--- src/design/sacs_pkg.sv ---
// Purpose: Shared constants and types for the converter sequencer
// Assumes: 10 MHz system clock, control byte layout D7..D0
// Notes:   Internal oscillator is a divided enable of the system clock
`default_nettype none

package sacs_pkg;

    // System clock and timing
    localparam int CLK_PERIOD_NS    = 100;
    localparam int INT_ACQ_TIME_NS  = 1000;   // Internal hold point, approx
    localparam int ACQ_HOLD_TICKS   = 4;      // Falling edges to hold
    localparam int INT_TICK_CYCLES  =
        INT_ACQ_TIME_NS / ACQ_HOLD_TICKS / CLK_PERIOD_NS;
    localparam int CONV_TICKS       = 13;     // Clock cycles per conversion
    localparam int RESULT_BITS      = 10;

    localparam logic [3:0] TICK_CNT_LAST   = 4'(CONV_TICKS - 1);
    localparam logic [3:0] ACQ_CNT_LAST    = 4'(ACQ_HOLD_TICKS - 1);
    localparam logic [3:0] SAR_CNT_LAST    = 4'(RESULT_BITS - 1);
    localparam logic [3:0] DIV_CNT_LAST    = 4'(INT_TICK_CYCLES - 1);

    // Control byte field positions
    localparam int CB_PD1_POS    = 7;
    localparam int CB_PD0_POS    = 6;
    localparam int CB_ACQ_POS    = 5;
    localparam int CB_PAIR_POS   = 4;
    localparam int CB_POL_POS    = 3;

    // Reset values
    localparam logic [7:0] CTRL_RESET      = 8'hD8;   // External clock mode
    localparam logic       CLK_EXT_RESET   = 1'b1;
    localparam logic [9:0] RESULT_RESET    = 10'h000;
    localparam logic [9:0] SAR_MSB         = 10'h200;

    // Decoded control byte
    typedef struct packed {
        logic       pd1;
        logic       pd0;
        logic       sample_timing_select;  // 1: host timed acquisition
        logic       input_pairing_select;  // 1: single-ended
        logic       polarity_select;       // 1: unipolar
        logic [2:0] chan;
    } sacs_ctrl_type;

    // Sequencer states
    typedef enum logic [1:0] {
        ST_IDLE = 2'b00,
        ST_ACQ  = 2'b01,
        ST_CONV = 2'b10
    } sacs_state_type;

endpackage

`default_nettype wire

--- src/design/sacs_sequencer.sv ---
// Purpose: Acquisition and successive-approximation conversion sequencer
// Assumes: Host pins synchronous to CLK; comparator settles within a tick
// Notes:   Converter clock is one-cycle enable on the selected falling edge
`default_nettype none

module sacs_sequencer (
    // System
    input  wire logic       CLK,
    input  wire logic       SYS_RST,
    // Host parallel port
    input  wire logic       CS_N,
    input  wire logic       WR_N,
    input  wire logic       RD_N,
    input  wire logic       UPPER_BYTE_SELECT,
    input  wire logic [7:0] DATA_IN,
    output logic      [7:0] DATA_OUT,
    output logic            DATA_OE,
    output logic            DONE_N,
    // External converter clock pin
    input  wire logic       EXT_CLK,
    // Analog front end control
    input  wire logic       COMP_IN,
    output logic      [9:0] DAC_CODE,
    output logic            TRACK,
    output logic            HOLD_TO_NEG,
    output logic            NEG_TO_RETURN,
    output logic      [2:0] MUX_POS_SEL,
    output logic      [2:0] MUX_NEG_SEL,
    output logic            POLARITY_SELECT,
    output logic            CONV_BUSY
);

    sacs_pkg::sacs_state_type state_reg;
    sacs_pkg::sacs_ctrl_type  ctrl_reg;
    logic                     clk_ext_reg;
    logic [3:0]               tick_cnt_reg;
    logic [3:0]               div_cnt_reg;
    logic [9:0]               sar_reg;
    logic [9:0]               result_reg;
    logic                     done_n_reg;
    logic [7:0]               data_out_reg;

    logic wr_rise;
    logic rd_fall;
    logic ext_fall;
    logic div_tick;
    logic tick;
    logic host_write;
    logic read_start;
    logic ext_hold;
    logic int_hold;
    logic conv_last;
    logic sar_active;
    logic [9:0] sar_bit;
    logic [9:0] sar_kept;
    sacs_pkg::sacs_ctrl_type  ctrl_new;

    // Edge detection of host strobes and the external clock pin
    sacs_edge #(.IDLE_LEVEL(1'b1)) u_wr_edge (
        .clk      (CLK),
        .rst      (SYS_RST),
        .level_in (WR_N),
        .rise     (wr_rise),
        .fall     ()
    );
    sacs_edge #(.IDLE_LEVEL(1'b1)) u_rd_edge (
        .clk      (CLK),
        .rst      (SYS_RST),
        .level_in (RD_N),
        .rise     (),
        .fall     (rd_fall)
    );
    sacs_edge #(.IDLE_LEVEL(1'b0)) u_ck_edge (
        .clk      (CLK),
        .rst      (SYS_RST),
        .level_in (EXT_CLK),
        .rise     (),
        .fall     (ext_fall)
    );

    // Strobe decode and tick source selection
    assign host_write = wr_rise & ~CS_N;
    assign read_start = rd_fall & ~CS_N;
    assign div_tick   = (div_cnt_reg == sacs_pkg::DIV_CNT_LAST);
    assign tick       = clk_ext_reg ? ext_fall : div_tick;
    assign ctrl_new   = sacs_pkg::sacs_ctrl_type'(DATA_IN);

    // Acquisition and conversion end conditions
    assign ext_hold = (state_reg == sacs_pkg::ST_ACQ)
                    & ctrl_reg.sample_timing_select & host_write;
    assign int_hold = (state_reg == sacs_pkg::ST_ACQ)
                    & ~ctrl_reg.sample_timing_select & tick
                    & (tick_cnt_reg == sacs_pkg::ACQ_CNT_LAST);
    assign conv_last = (state_reg == sacs_pkg::ST_CONV) & tick
                     & (tick_cnt_reg == sacs_pkg::TICK_CNT_LAST);

    // Successive approximation trial bit and kept value
    assign sar_active = (state_reg == sacs_pkg::ST_CONV)
                      & (tick_cnt_reg <= sacs_pkg::SAR_CNT_LAST);
    assign sar_bit    = sacs_pkg::SAR_MSB >> tick_cnt_reg;
    assign sar_kept   = COMP_IN ? sar_reg : (sar_reg & ~sar_bit);

    // Internal oscillator divider
    always_ff @(posedge CLK) begin
        if (SYS_RST || div_tick) begin
            div_cnt_reg <= 4'h0;
        end else begin
            div_cnt_reg <= div_cnt_reg + 4'h1;
        end
    end

    // Sequencer state, control byte and clock mode
    always_ff @(posedge CLK) begin
        if (SYS_RST) begin
            state_reg    <= sacs_pkg::ST_IDLE;
            ctrl_reg     <= sacs_pkg::sacs_ctrl_type'(sacs_pkg::CTRL_RESET);
            clk_ext_reg  <= sacs_pkg::CLK_EXT_RESET;
            tick_cnt_reg <= 4'h0;
        end else if (host_write) begin
            ctrl_reg     <= ctrl_new;
            tick_cnt_reg <= 4'h0;
            if (ctrl_new.pd1) begin
                clk_ext_reg <= ctrl_new.pd0;          // Power-down keeps mode
            end
            if (ext_hold) begin
                state_reg <= sacs_pkg::ST_CONV;
            end else begin
                state_reg <= sacs_pkg::ST_ACQ;
            end
        end else begin
            case (state_reg)
                sacs_pkg::ST_ACQ: begin
                    if (int_hold) begin
                        state_reg    <= sacs_pkg::ST_CONV;
                        tick_cnt_reg <= 4'h0;
                    end else if (tick && !ctrl_reg.sample_timing_select) begin
                        tick_cnt_reg <= tick_cnt_reg + 4'h1;
                    end
                end
                sacs_pkg::ST_CONV: begin
                    if (conv_last) begin
                        state_reg    <= sacs_pkg::ST_IDLE;
                        tick_cnt_reg <= 4'h0;
                    end else if (tick) begin
                        tick_cnt_reg <= tick_cnt_reg + 4'h1;
                    end
                end
                default: begin
                    state_reg <= sacs_pkg::ST_IDLE;
                end
            endcase
        end
    end

    // Approximation register and held result
    always_ff @(posedge CLK) begin
        if (SYS_RST) begin
            sar_reg    <= sacs_pkg::SAR_MSB;
            result_reg <= sacs_pkg::RESULT_RESET;
        end else if (state_reg != sacs_pkg::ST_CONV) begin
            sar_reg <= sacs_pkg::SAR_MSB;
        end else if (tick && sar_active) begin
            sar_reg <= sar_kept | (sar_bit >> 1);
        end else if (conv_last) begin
            result_reg <= sar_reg;
        end
    end

    // Done flag: completion wins over a read in the same cycle
    always_ff @(posedge CLK) begin
        if (SYS_RST) begin
            done_n_reg <= 1'b1;
        end else if (conv_last && !host_write) begin
            done_n_reg <= 1'b0;
        end else if (read_start || host_write) begin
            done_n_reg <= 1'b1;
        end
    end

    // Byte lane of the result
    always_ff @(posedge CLK) begin
        if (SYS_RST) begin
            data_out_reg <= 8'h00;
        end else if (UPPER_BYTE_SELECT) begin
            data_out_reg <= {6'h00, result_reg[9:8]};
        end else begin
            data_out_reg <= result_reg[7:0];
        end
    end

    // Outputs
    assign DATA_OUT        = data_out_reg;
    assign DATA_OE         = ~CS_N & ~RD_N;
    assign DONE_N          = done_n_reg;
    assign DAC_CODE        = sar_reg;
    assign TRACK           = (state_reg == sacs_pkg::ST_ACQ);
    assign HOLD_TO_NEG     = (state_reg == sacs_pkg::ST_CONV);
    assign CONV_BUSY       = (state_reg == sacs_pkg::ST_CONV);
    assign POLARITY_SELECT = ctrl_reg.polarity_select;
    assign NEG_TO_RETURN   = ctrl_reg.input_pairing_select;
    assign MUX_POS_SEL     = ctrl_reg.chan;
    assign MUX_NEG_SEL     = ctrl_reg.input_pairing_select ? 3'h0
                           : {ctrl_reg.chan[2:1], ~ctrl_reg.chan[0]};
endmodule

`default_nettype wire

--- src/design/sacs_edge.sv ---
// Purpose: Registered edge detector for a synchronous input
// Assumes: Input already synchronous to the clock
// Notes:   Reset level chosen by parameter to avoid a false edge
`default_nettype none

module sacs_edge #(
    parameter logic IDLE_LEVEL = 1'b1
) (
    // Clock and reset
    input  wire logic clk,
    input  wire logic rst,
    // Level in, pulses out
    input  wire logic level_in,
    output logic      rise,
    output logic      fall
);

    logic last_reg;

    // Previous sample
    always_ff @(posedge clk) begin
        if (rst) begin
            last_reg <= IDLE_LEVEL;
        end else begin
            last_reg <= level_in;
        end
    end

    // Edge pulses
    assign rise = level_in & ~last_reg;
    assign fall = ~level_in & last_reg;

endmodule

`default_nettype wire

--- config.mk ---
export PLATFORM = sky130hd
export DESIGN_NAME = sacs_sequencer
export DESIGN_NICKNAME = d
export VERILOG_FILES = /design/src/design/sacs_pkg.sv /design/src/design/sacs_sequencer.sv /design/src/design/sacs_edge.sv
export SDC_FILE = /design/constraint.sdc
export NUM_CORES = 1
export LEC_CHECK = 0
export ABC_AREA = 1
export CORE_ASPECT_RATIO = 0.6
export CORE_MARGIN = 2
export CORE_UTILIZATION = 50
export DETAILED_ROUTE_END_ITERATION = 12
export DONT_BUFFER_PORTS = 1
export PLACE_DENSITY = 0.75
export SLEW_MARGIN = 20
export SYNTH_ARGS = -nofsm -noshare
export SYNTH_HDL_FRONTEND = slang
export SYNTH_HIERARCHICAL = 1
export SYNTH_SLANG_ARGS = --single-unit
--- constraint.sdc ---
create_clock -name CLK -period 1.2 [get_ports CLK]
set_input_delay 0.18 -clock CLK [delete_from_list [all_inputs] [get_ports CLK]]
set_output_delay 0.18 -clock CLK [all_outputs]
set_load 0.1 [all_outputs]
==> reports/results.ini, run 1 <==
[status]
outcome=complete, but fails checks
violations=negative setup slack

[critical_path]
crit_chain=buf_6 -> ha_4 -> buf_4 -> ha_4 -> inv_2 -> nor2_2 -> a21boi_2 -> o21ai_1 -> a21oi_2
cpPeakStageDelay_ns=0.37
ff2ff_setup_slack_ns=-0.37
rr_startpoint=tick_cnt_reg[1]
path_buf_inv=3
end_kind=register
cp-startpoint=tick_cnt_reg[1]
slowest_stage=dfxtp_2
crit_family=flip-flops
critPathKind=register to register
crit_top_cell=ha_4
start_kind=register
crit_fanout=4
crit_arrival_ns=1.79
worstPathRequired_ns=1.42

[synth]
syn-cell-area_mm2=0.00225
yosys_warnings=6
synthCells=293
synth_nets=320
avgSynthCellArea_um2=7.70

[grt]
grt_pass1_wl_um=12100
grt_max_degree=18
grt-ovfl-total=0
antenna_found_initial=0
grt.total_usage=0.305
grt_pass1_vias=2388

[drt]
dr_total_vias=2675
first_pass_iters=7
drc_errors=0
viasPerCell=6.21
wl_um=10100
post_drt_wl_per_cell_um=23.4
first_iter_violations=383
detail-route-antenna-nets=0

[power_and_ir_drop]
leakage_nw=1.48
switching_power_mw=1.07
intPower_mw=2.32
combPwrFrac=0.186
total_power_mw=3.39
power_per_cell_area_mw_per_mm2=905
swShare=0.317
p_seq_frac=0.500
p_clk_frac=0.313
ir_worst_vdd_v=0.000612

[sta]
fin_crit_sh=1.31
tns_ns=-8.50
timing.fmax_mhz=635
hold_slack_ns=0.0112
worstMarginPinSlew_ns=0.516
setup_violations=37
min_period_ns=1.57
clock_skew_ns=0.0186
maxSlewViolCount=0
setup_slack_ns=-0.375
rsz0062_at_grt=yes
final-hold-violation-count=0
slew_headroom=0.655

[clocking]
cts_tree=yes
clock-root-buffer=clkbuf_8
htree_levels=2
clockBufferDepth=2
numCtsBuffers=5
clock_sinks=49
clk_latency_ns=0.32
path_clk_slew_ns=0.11

[place]
place_hpwl_um=4260
gp_congestion=0.939
port_buffers=0

[hold_path]
min_path_type=primary input to register
min-delay-start=DATA_IN[4]

[final_layout]
mostFrequentLayoutCell=buf_4
layout_common_cells=buf_4 (43), dfxtp_1 (31), inv_1 (31), nand2_1 (24), nor2_1 (21)
drive_above_1_share=0.553
final_core_utilization=0.889
layout.nets=397
area_delta_synth_final_pct=66.0
num_antenna_cells=0

[run]
maxCapViolCount=0

[die]
start_util=0.535
fp.dieW_um=90.7
dieArea_mm2=0.00508
std_cell_rows=18
die_h_um=56.0
num_io_pins=47
core_area_mm2=0.00421

worst paths after layout:
check	end	depth (start not counted)
max	DAC_CODE[6]	9
min	NEG_TO_RETURN	2
max reg2reg	DAC_CODE[6]	9
min reg2reg	DATA_OUT[6]	2
per-stage QoR:
step	std cells	setup WS (ns)	area, µm²
floorplan	293	-0.208	2360
global placement	402	-0.221	2930
detailed placement	402	-0.312	2930
CTS	423	-0.297	3350
global route	431	-0.428	3740
finish	431	-0.375	3740
per-layer routing:
metal / routed length (µm) / track usage
met2: 4410 / 0.504
met3: 1280 / 0.0840
met5: 0 / 0
met1: 3760 / 0.369
met4: 632 / 0.149
cell type report:
class                           instances  area [µm²]
Tap cell                               60        75.1
Multi-Input combinational cell        187        1500
Sequential cell                        49        1020
Timing Repair inverter                  1        8.76
Timing Repair Buffer                   81         863
Inverter                               45         185
Clock buffer                            5        68.8
Clock inverter                          3        23.8
Fill cell                             153         468
repair_timing:
action / 4_1_cts / 5_1_grt
endpoints found under the hold margin: 6 / 2
resized for setup: 63 / 85
gates cloned: 2 / 0
hold buffers: 5 / 2
setup endpoints to repair: 35 / 40
pin swaps: 21 / 29
setup buffers: 6 / 6
power by group through the flow:
stage               clock (mW)  sequential (mW)  combinational (mW)
floorplan                    0             1.76               0.253
global placement             0             1.72               0.407
detailed placement           0             1.72               0.424
CTS                       1.02             1.68               0.484
global route              1.10             1.70               0.656
finish                    1.06             1.70               0.631
worst register-to-register path, stage by stage, from the launching register on:
cell      delay [ns]
dfxtp_2         0.37
buf_6           0.13
ha_4            0.14
buf_4           0.12
ha_4            0.15
inv_2           0.05
nor2_2          0.18
a21boi_2        0.07
o21ai_1         0.20
a21oi_2         0.08
No activity file was read; power rests on OpenSTA's default activity.
==> run 2, diff against run 1 <==
--- a/config.mk
+++ b/config.mk
@@ -5,13 +5,13 @@
 export SDC_FILE = /design/constraint.sdc
 export NUM_CORES = 1
 export LEC_CHECK = 0
-export ABC_AREA = 1
 export CORE_ASPECT_RATIO = 0.6
 export CORE_MARGIN = 2
-export CORE_UTILIZATION = 50
+export CORE_UTILIZATION = 56
 export DETAILED_ROUTE_END_ITERATION = 12
 export DONT_BUFFER_PORTS = 1
-export PLACE_DENSITY = 0.75
+export GPL_TIMING_DRIVEN = 0
+export PLACE_DENSITY = 0.81
 export SLEW_MARGIN = 20
 export SYNTH_ARGS = -nofsm -noshare
 export SYNTH_HDL_FRONTEND = slang
==> run 2 against run 1 <==
Effect of this change: the flow still finishes with violations (negative setup slack); clock-buffer cell count rose by 1; sequential power barely moved; combinational power fell by 51%; largest cell class unchanged.
==> reports/results.ini, run 2 <==
[status]
outcome=complete, but fails checks  ; unchanged
violations=negative setup slack  ; unchanged

[critical_path]
cp-startpoint=div_cnt_reg[1]  ; was tick_cnt_reg[1]
ff2ff_setup_slack_ns=-0.82  ; was -0.37 ns
crit_fanout=6  ; was 4
start_kind=register  ; unchanged
rr_endpoint=DAC_CODE[0]  ; was DAC_CODE[6]
critPathCapture=DAC_CODE[0]  ; was DAC_CODE[6]
critPathKind=register to register  ; unchanged
rr_startpoint=div_cnt_reg[1]  ; was tick_cnt_reg[1]
worstPathRequired_ns=1.40  ; was 1.42 ns
reg2reg_depth=6  ; was 9
end_kind=register  ; unchanged
crit_arrival_ns=2.22  ; was 1.79 ns

[power_and_ir_drop]
combPwrFrac=0.104  ; was 0.186
leakage_nw=1.09  ; was 1.48 nW
total_power_mw=2.97  ; was 3.39 mW
p_clk_frac=0.326  ; was 0.313
swShare=0.267  ; was 0.317
p_seq_frac=0.570  ; was 0.500
intPower_mw=2.18  ; was 2.32 mW
power_per_cell_area_mw_per_mm2=1060  ; was 905 mW/mm²
switching_power_mw=0.795  ; was 1.07 mW
ir_worst_vdd_v=0.000702  ; was 0.000612 V

[die]
start_util=0.596  ; was 0.535
core_area_mm2=0.00374  ; was 0.00421 mm²
die_h_um=52.9  ; was 56.0 µm
std_cell_rows=17  ; was 18
dieArea_mm2=0.00452  ; was 0.00508 mm²
num_io_pins=47  ; unchanged
fp.dieW_um=85.5  ; was 90.7 µm

[sta]
clock_skew_ns=0.00527  ; was 0.0186 ns
final-hold-violation-count=0  ; unchanged
hold_slack_ns=0.00558  ; was 0.0112 ns
fin_crit_sh=1.68  ; was 1.31
tns_ns=-17.82  ; was -8.50 ns
setup_violations=33  ; was 37
slew_headroom=0.289  ; was 0.655
maxSlewViolCount=0  ; unchanged
worstMarginPinSlew_ns=1.07  ; was 0.516 ns
min_period_ns=2.02  ; was 1.57 ns
rsz0062_at_grt=yes  ; unchanged
setup_slack_ns=-0.820  ; was -0.375 ns
timing.fmax_mhz=495  ; was 635 MHz

[drt]
first_pass_iters=4  ; was 7
dr_total_vias=1882  ; was 2675
detail-route-antenna-nets=0  ; unchanged
wl_um=5480  ; was 10100 µm
drc_errors=0  ; unchanged
viasPerCell=5.92  ; was 6.21
first_iter_violations=158  ; was 383
post_drt_wl_per_cell_um=17.2  ; was 23.4 µm

[final_layout]
area_delta_synth_final_pct=25.4  ; was 66.0%
stdcell_area_mm2=0.00280  ; was 0.00374 mm²
mostFrequentLayoutCell=nand2_1  ; was buf_4
drive_above_1_share=0.354  ; was 0.553
multi_input_comb_area_mm2=0.00130  ; was 0.00150 mm²
final_core_utilization=0.748  ; was 0.889
num_antenna_cells=0  ; unchanged
regArea_mm2=0.00103  ; was 0.00102 mm²
layout_common_cells=nand2_1 (34), dfxtp_2 (22), dfxtp_1 (22), nor2_1 (21), buf_4 (19)  ; was buf_4 (43), dfxtp_1 (31), inv_1 (31), nand2_1 (24), nor2_1 (21)
fillerInstances=240  ; was 153
fin_cells=318  ; was 431
layout.nets=297  ; was 397

[synth]
yosys_warnings=6  ; unchanged
avgSynthCellArea_um2=9.22  ; was 7.70 µm²
synth_nets=269  ; was 320
synthCells=242  ; was 293
syn-cell-area_mm2=0.00223  ; was 0.00225 mm²

[clocking]
htree_levels=2  ; unchanged
path_clk_slew_ns=0.09  ; was 0.11 ns
cts_tree=yes  ; unchanged
clk_latency_ns=0.30  ; was 0.32 ns
numCtsBuffers=5  ; unchanged
clock_sinks=49  ; unchanged
clock-root-buffer=clkbuf_8  ; unchanged
clockBufferDepth=2  ; unchanged

[grt]
grt_pass1_wl_um=8320  ; was 12100 µm
grt.met2_usage=0.379  ; was 0.504
use_met3=0.0686  ; was 0.0840
grt_max_degree=16  ; was 18
grt.total_usage=0.241  ; was 0.305
antenna_found_initial=0  ; unchanged
grt.busiest_layer=met2  ; unchanged
grt_util_met1=0.329  ; was 0.369
grt-ovfl-total=0  ; unchanged
grt_pass1_vias=1701  ; was 2388

[place]
place_hpwl_um=3560  ; was 4260 µm
post_dp_cell_area_mm2=0.00240  ; was 0.00293 mm²
port_buffers=0  ; unchanged
dp.cells=289  ; was 402
post-place-ws_ns=-0.886  ; was -0.312 ns
gp_congestion=0.872  ; was 0.939

[run]
maxCapViolCount=0  ; unchanged

[hold_path]
min_path_type=primary input to register  ; unchanged

[run 2: cell count changes in the layout (fill, tap and decap cells not counted), moves of 8 or more]
cell and change:
a21oi_1 -10, a21oi_2 -12, buf_12 -11, buf_4 -24
buf_6 -11, dfxtp_1 -9, dfxtp_2 +9, inv_1 -29
mux2i_1 +12, nand2_1 +10, nand2_2 -11, nor2_2 -11
o21ai_2 -8
[run 2: worst min path at each step]
| stage | to | start | slack (ns) | cells after the start |
|---|---|---|---|---|
| 2_1_floorplan | u_ck_edge/last_reg | SYS_RST | 0.25 | 1 |
| 3_3_place_gp | u_ck_edge/last_reg | SYS_RST | 0.25 | 1 |
| 3_5_place_dp | u_ck_edge/last_reg | SYS_RST | 0.26 | 1 |
| 4_1_cts | NEG_TO_RETURN | DATA_IN[4] | 0.001 | 2 |
| 5_1_grt | NEG_TO_RETURN | DATA_IN[4] | 0.02 | 2 |
| 6_report | POLARITY_SELECT | DATA_IN[3] | 0.006 | 2 |
[run 2: layout make-up]
type / instances / area share
multi-input cells: 171 / 0.464
flip-flops and latches: 49 / 0.367
repair buffers: 23 / 0.0670
plain buffers: 12 / 0.0375
clock buffers: 6 / 0.0259
well taps: 47 / 0.0210
inverters: 8 / 0.0121
clock inverters: 2 / 0.00536
[run 2: worst max-delay path: stages (launching register included)]
cell and delay (ns):
dfxtp_2 0.33, inv_2 0.06, ha_4 0.11, or4b_4 0.55
a2111oi_4 0.50, nand2_1 0.10, a32o_1 0.26
[run 2: what timing repair did]
item | 4_1_cts | 5_1_grt
endpoints found under the setup margin | 61 | 40
buffers inserted | 12 | 9
hold endpoints to repair | 3 | 0
gates resized for setup | 27 | 28
pin swaps | 8 | 19
hold buffers | 3 | 0
[run 2: power by group through the flow]
stage	Combinational (mW)	Clock (mW)	Sequential, mW
2_1_floorplan	0.203	0	1.74
3_3_place_gp	0.235	0	1.74
3_5_place_dp	0.243	0	1.74
4_1_cts	0.287	0.960	1.70
5_1_grt	0.336	1.04	1.70
6_report	0.310	0.969	1.70
[run 2: per-layer routing]
layer | routed length [µm] | up-vias
li1 | - | 892
met3 | 452 | 11
met4 | 64 | 0
met1 | 2520 | 907
met2 | 2440 | 72
met5 | 0 | -
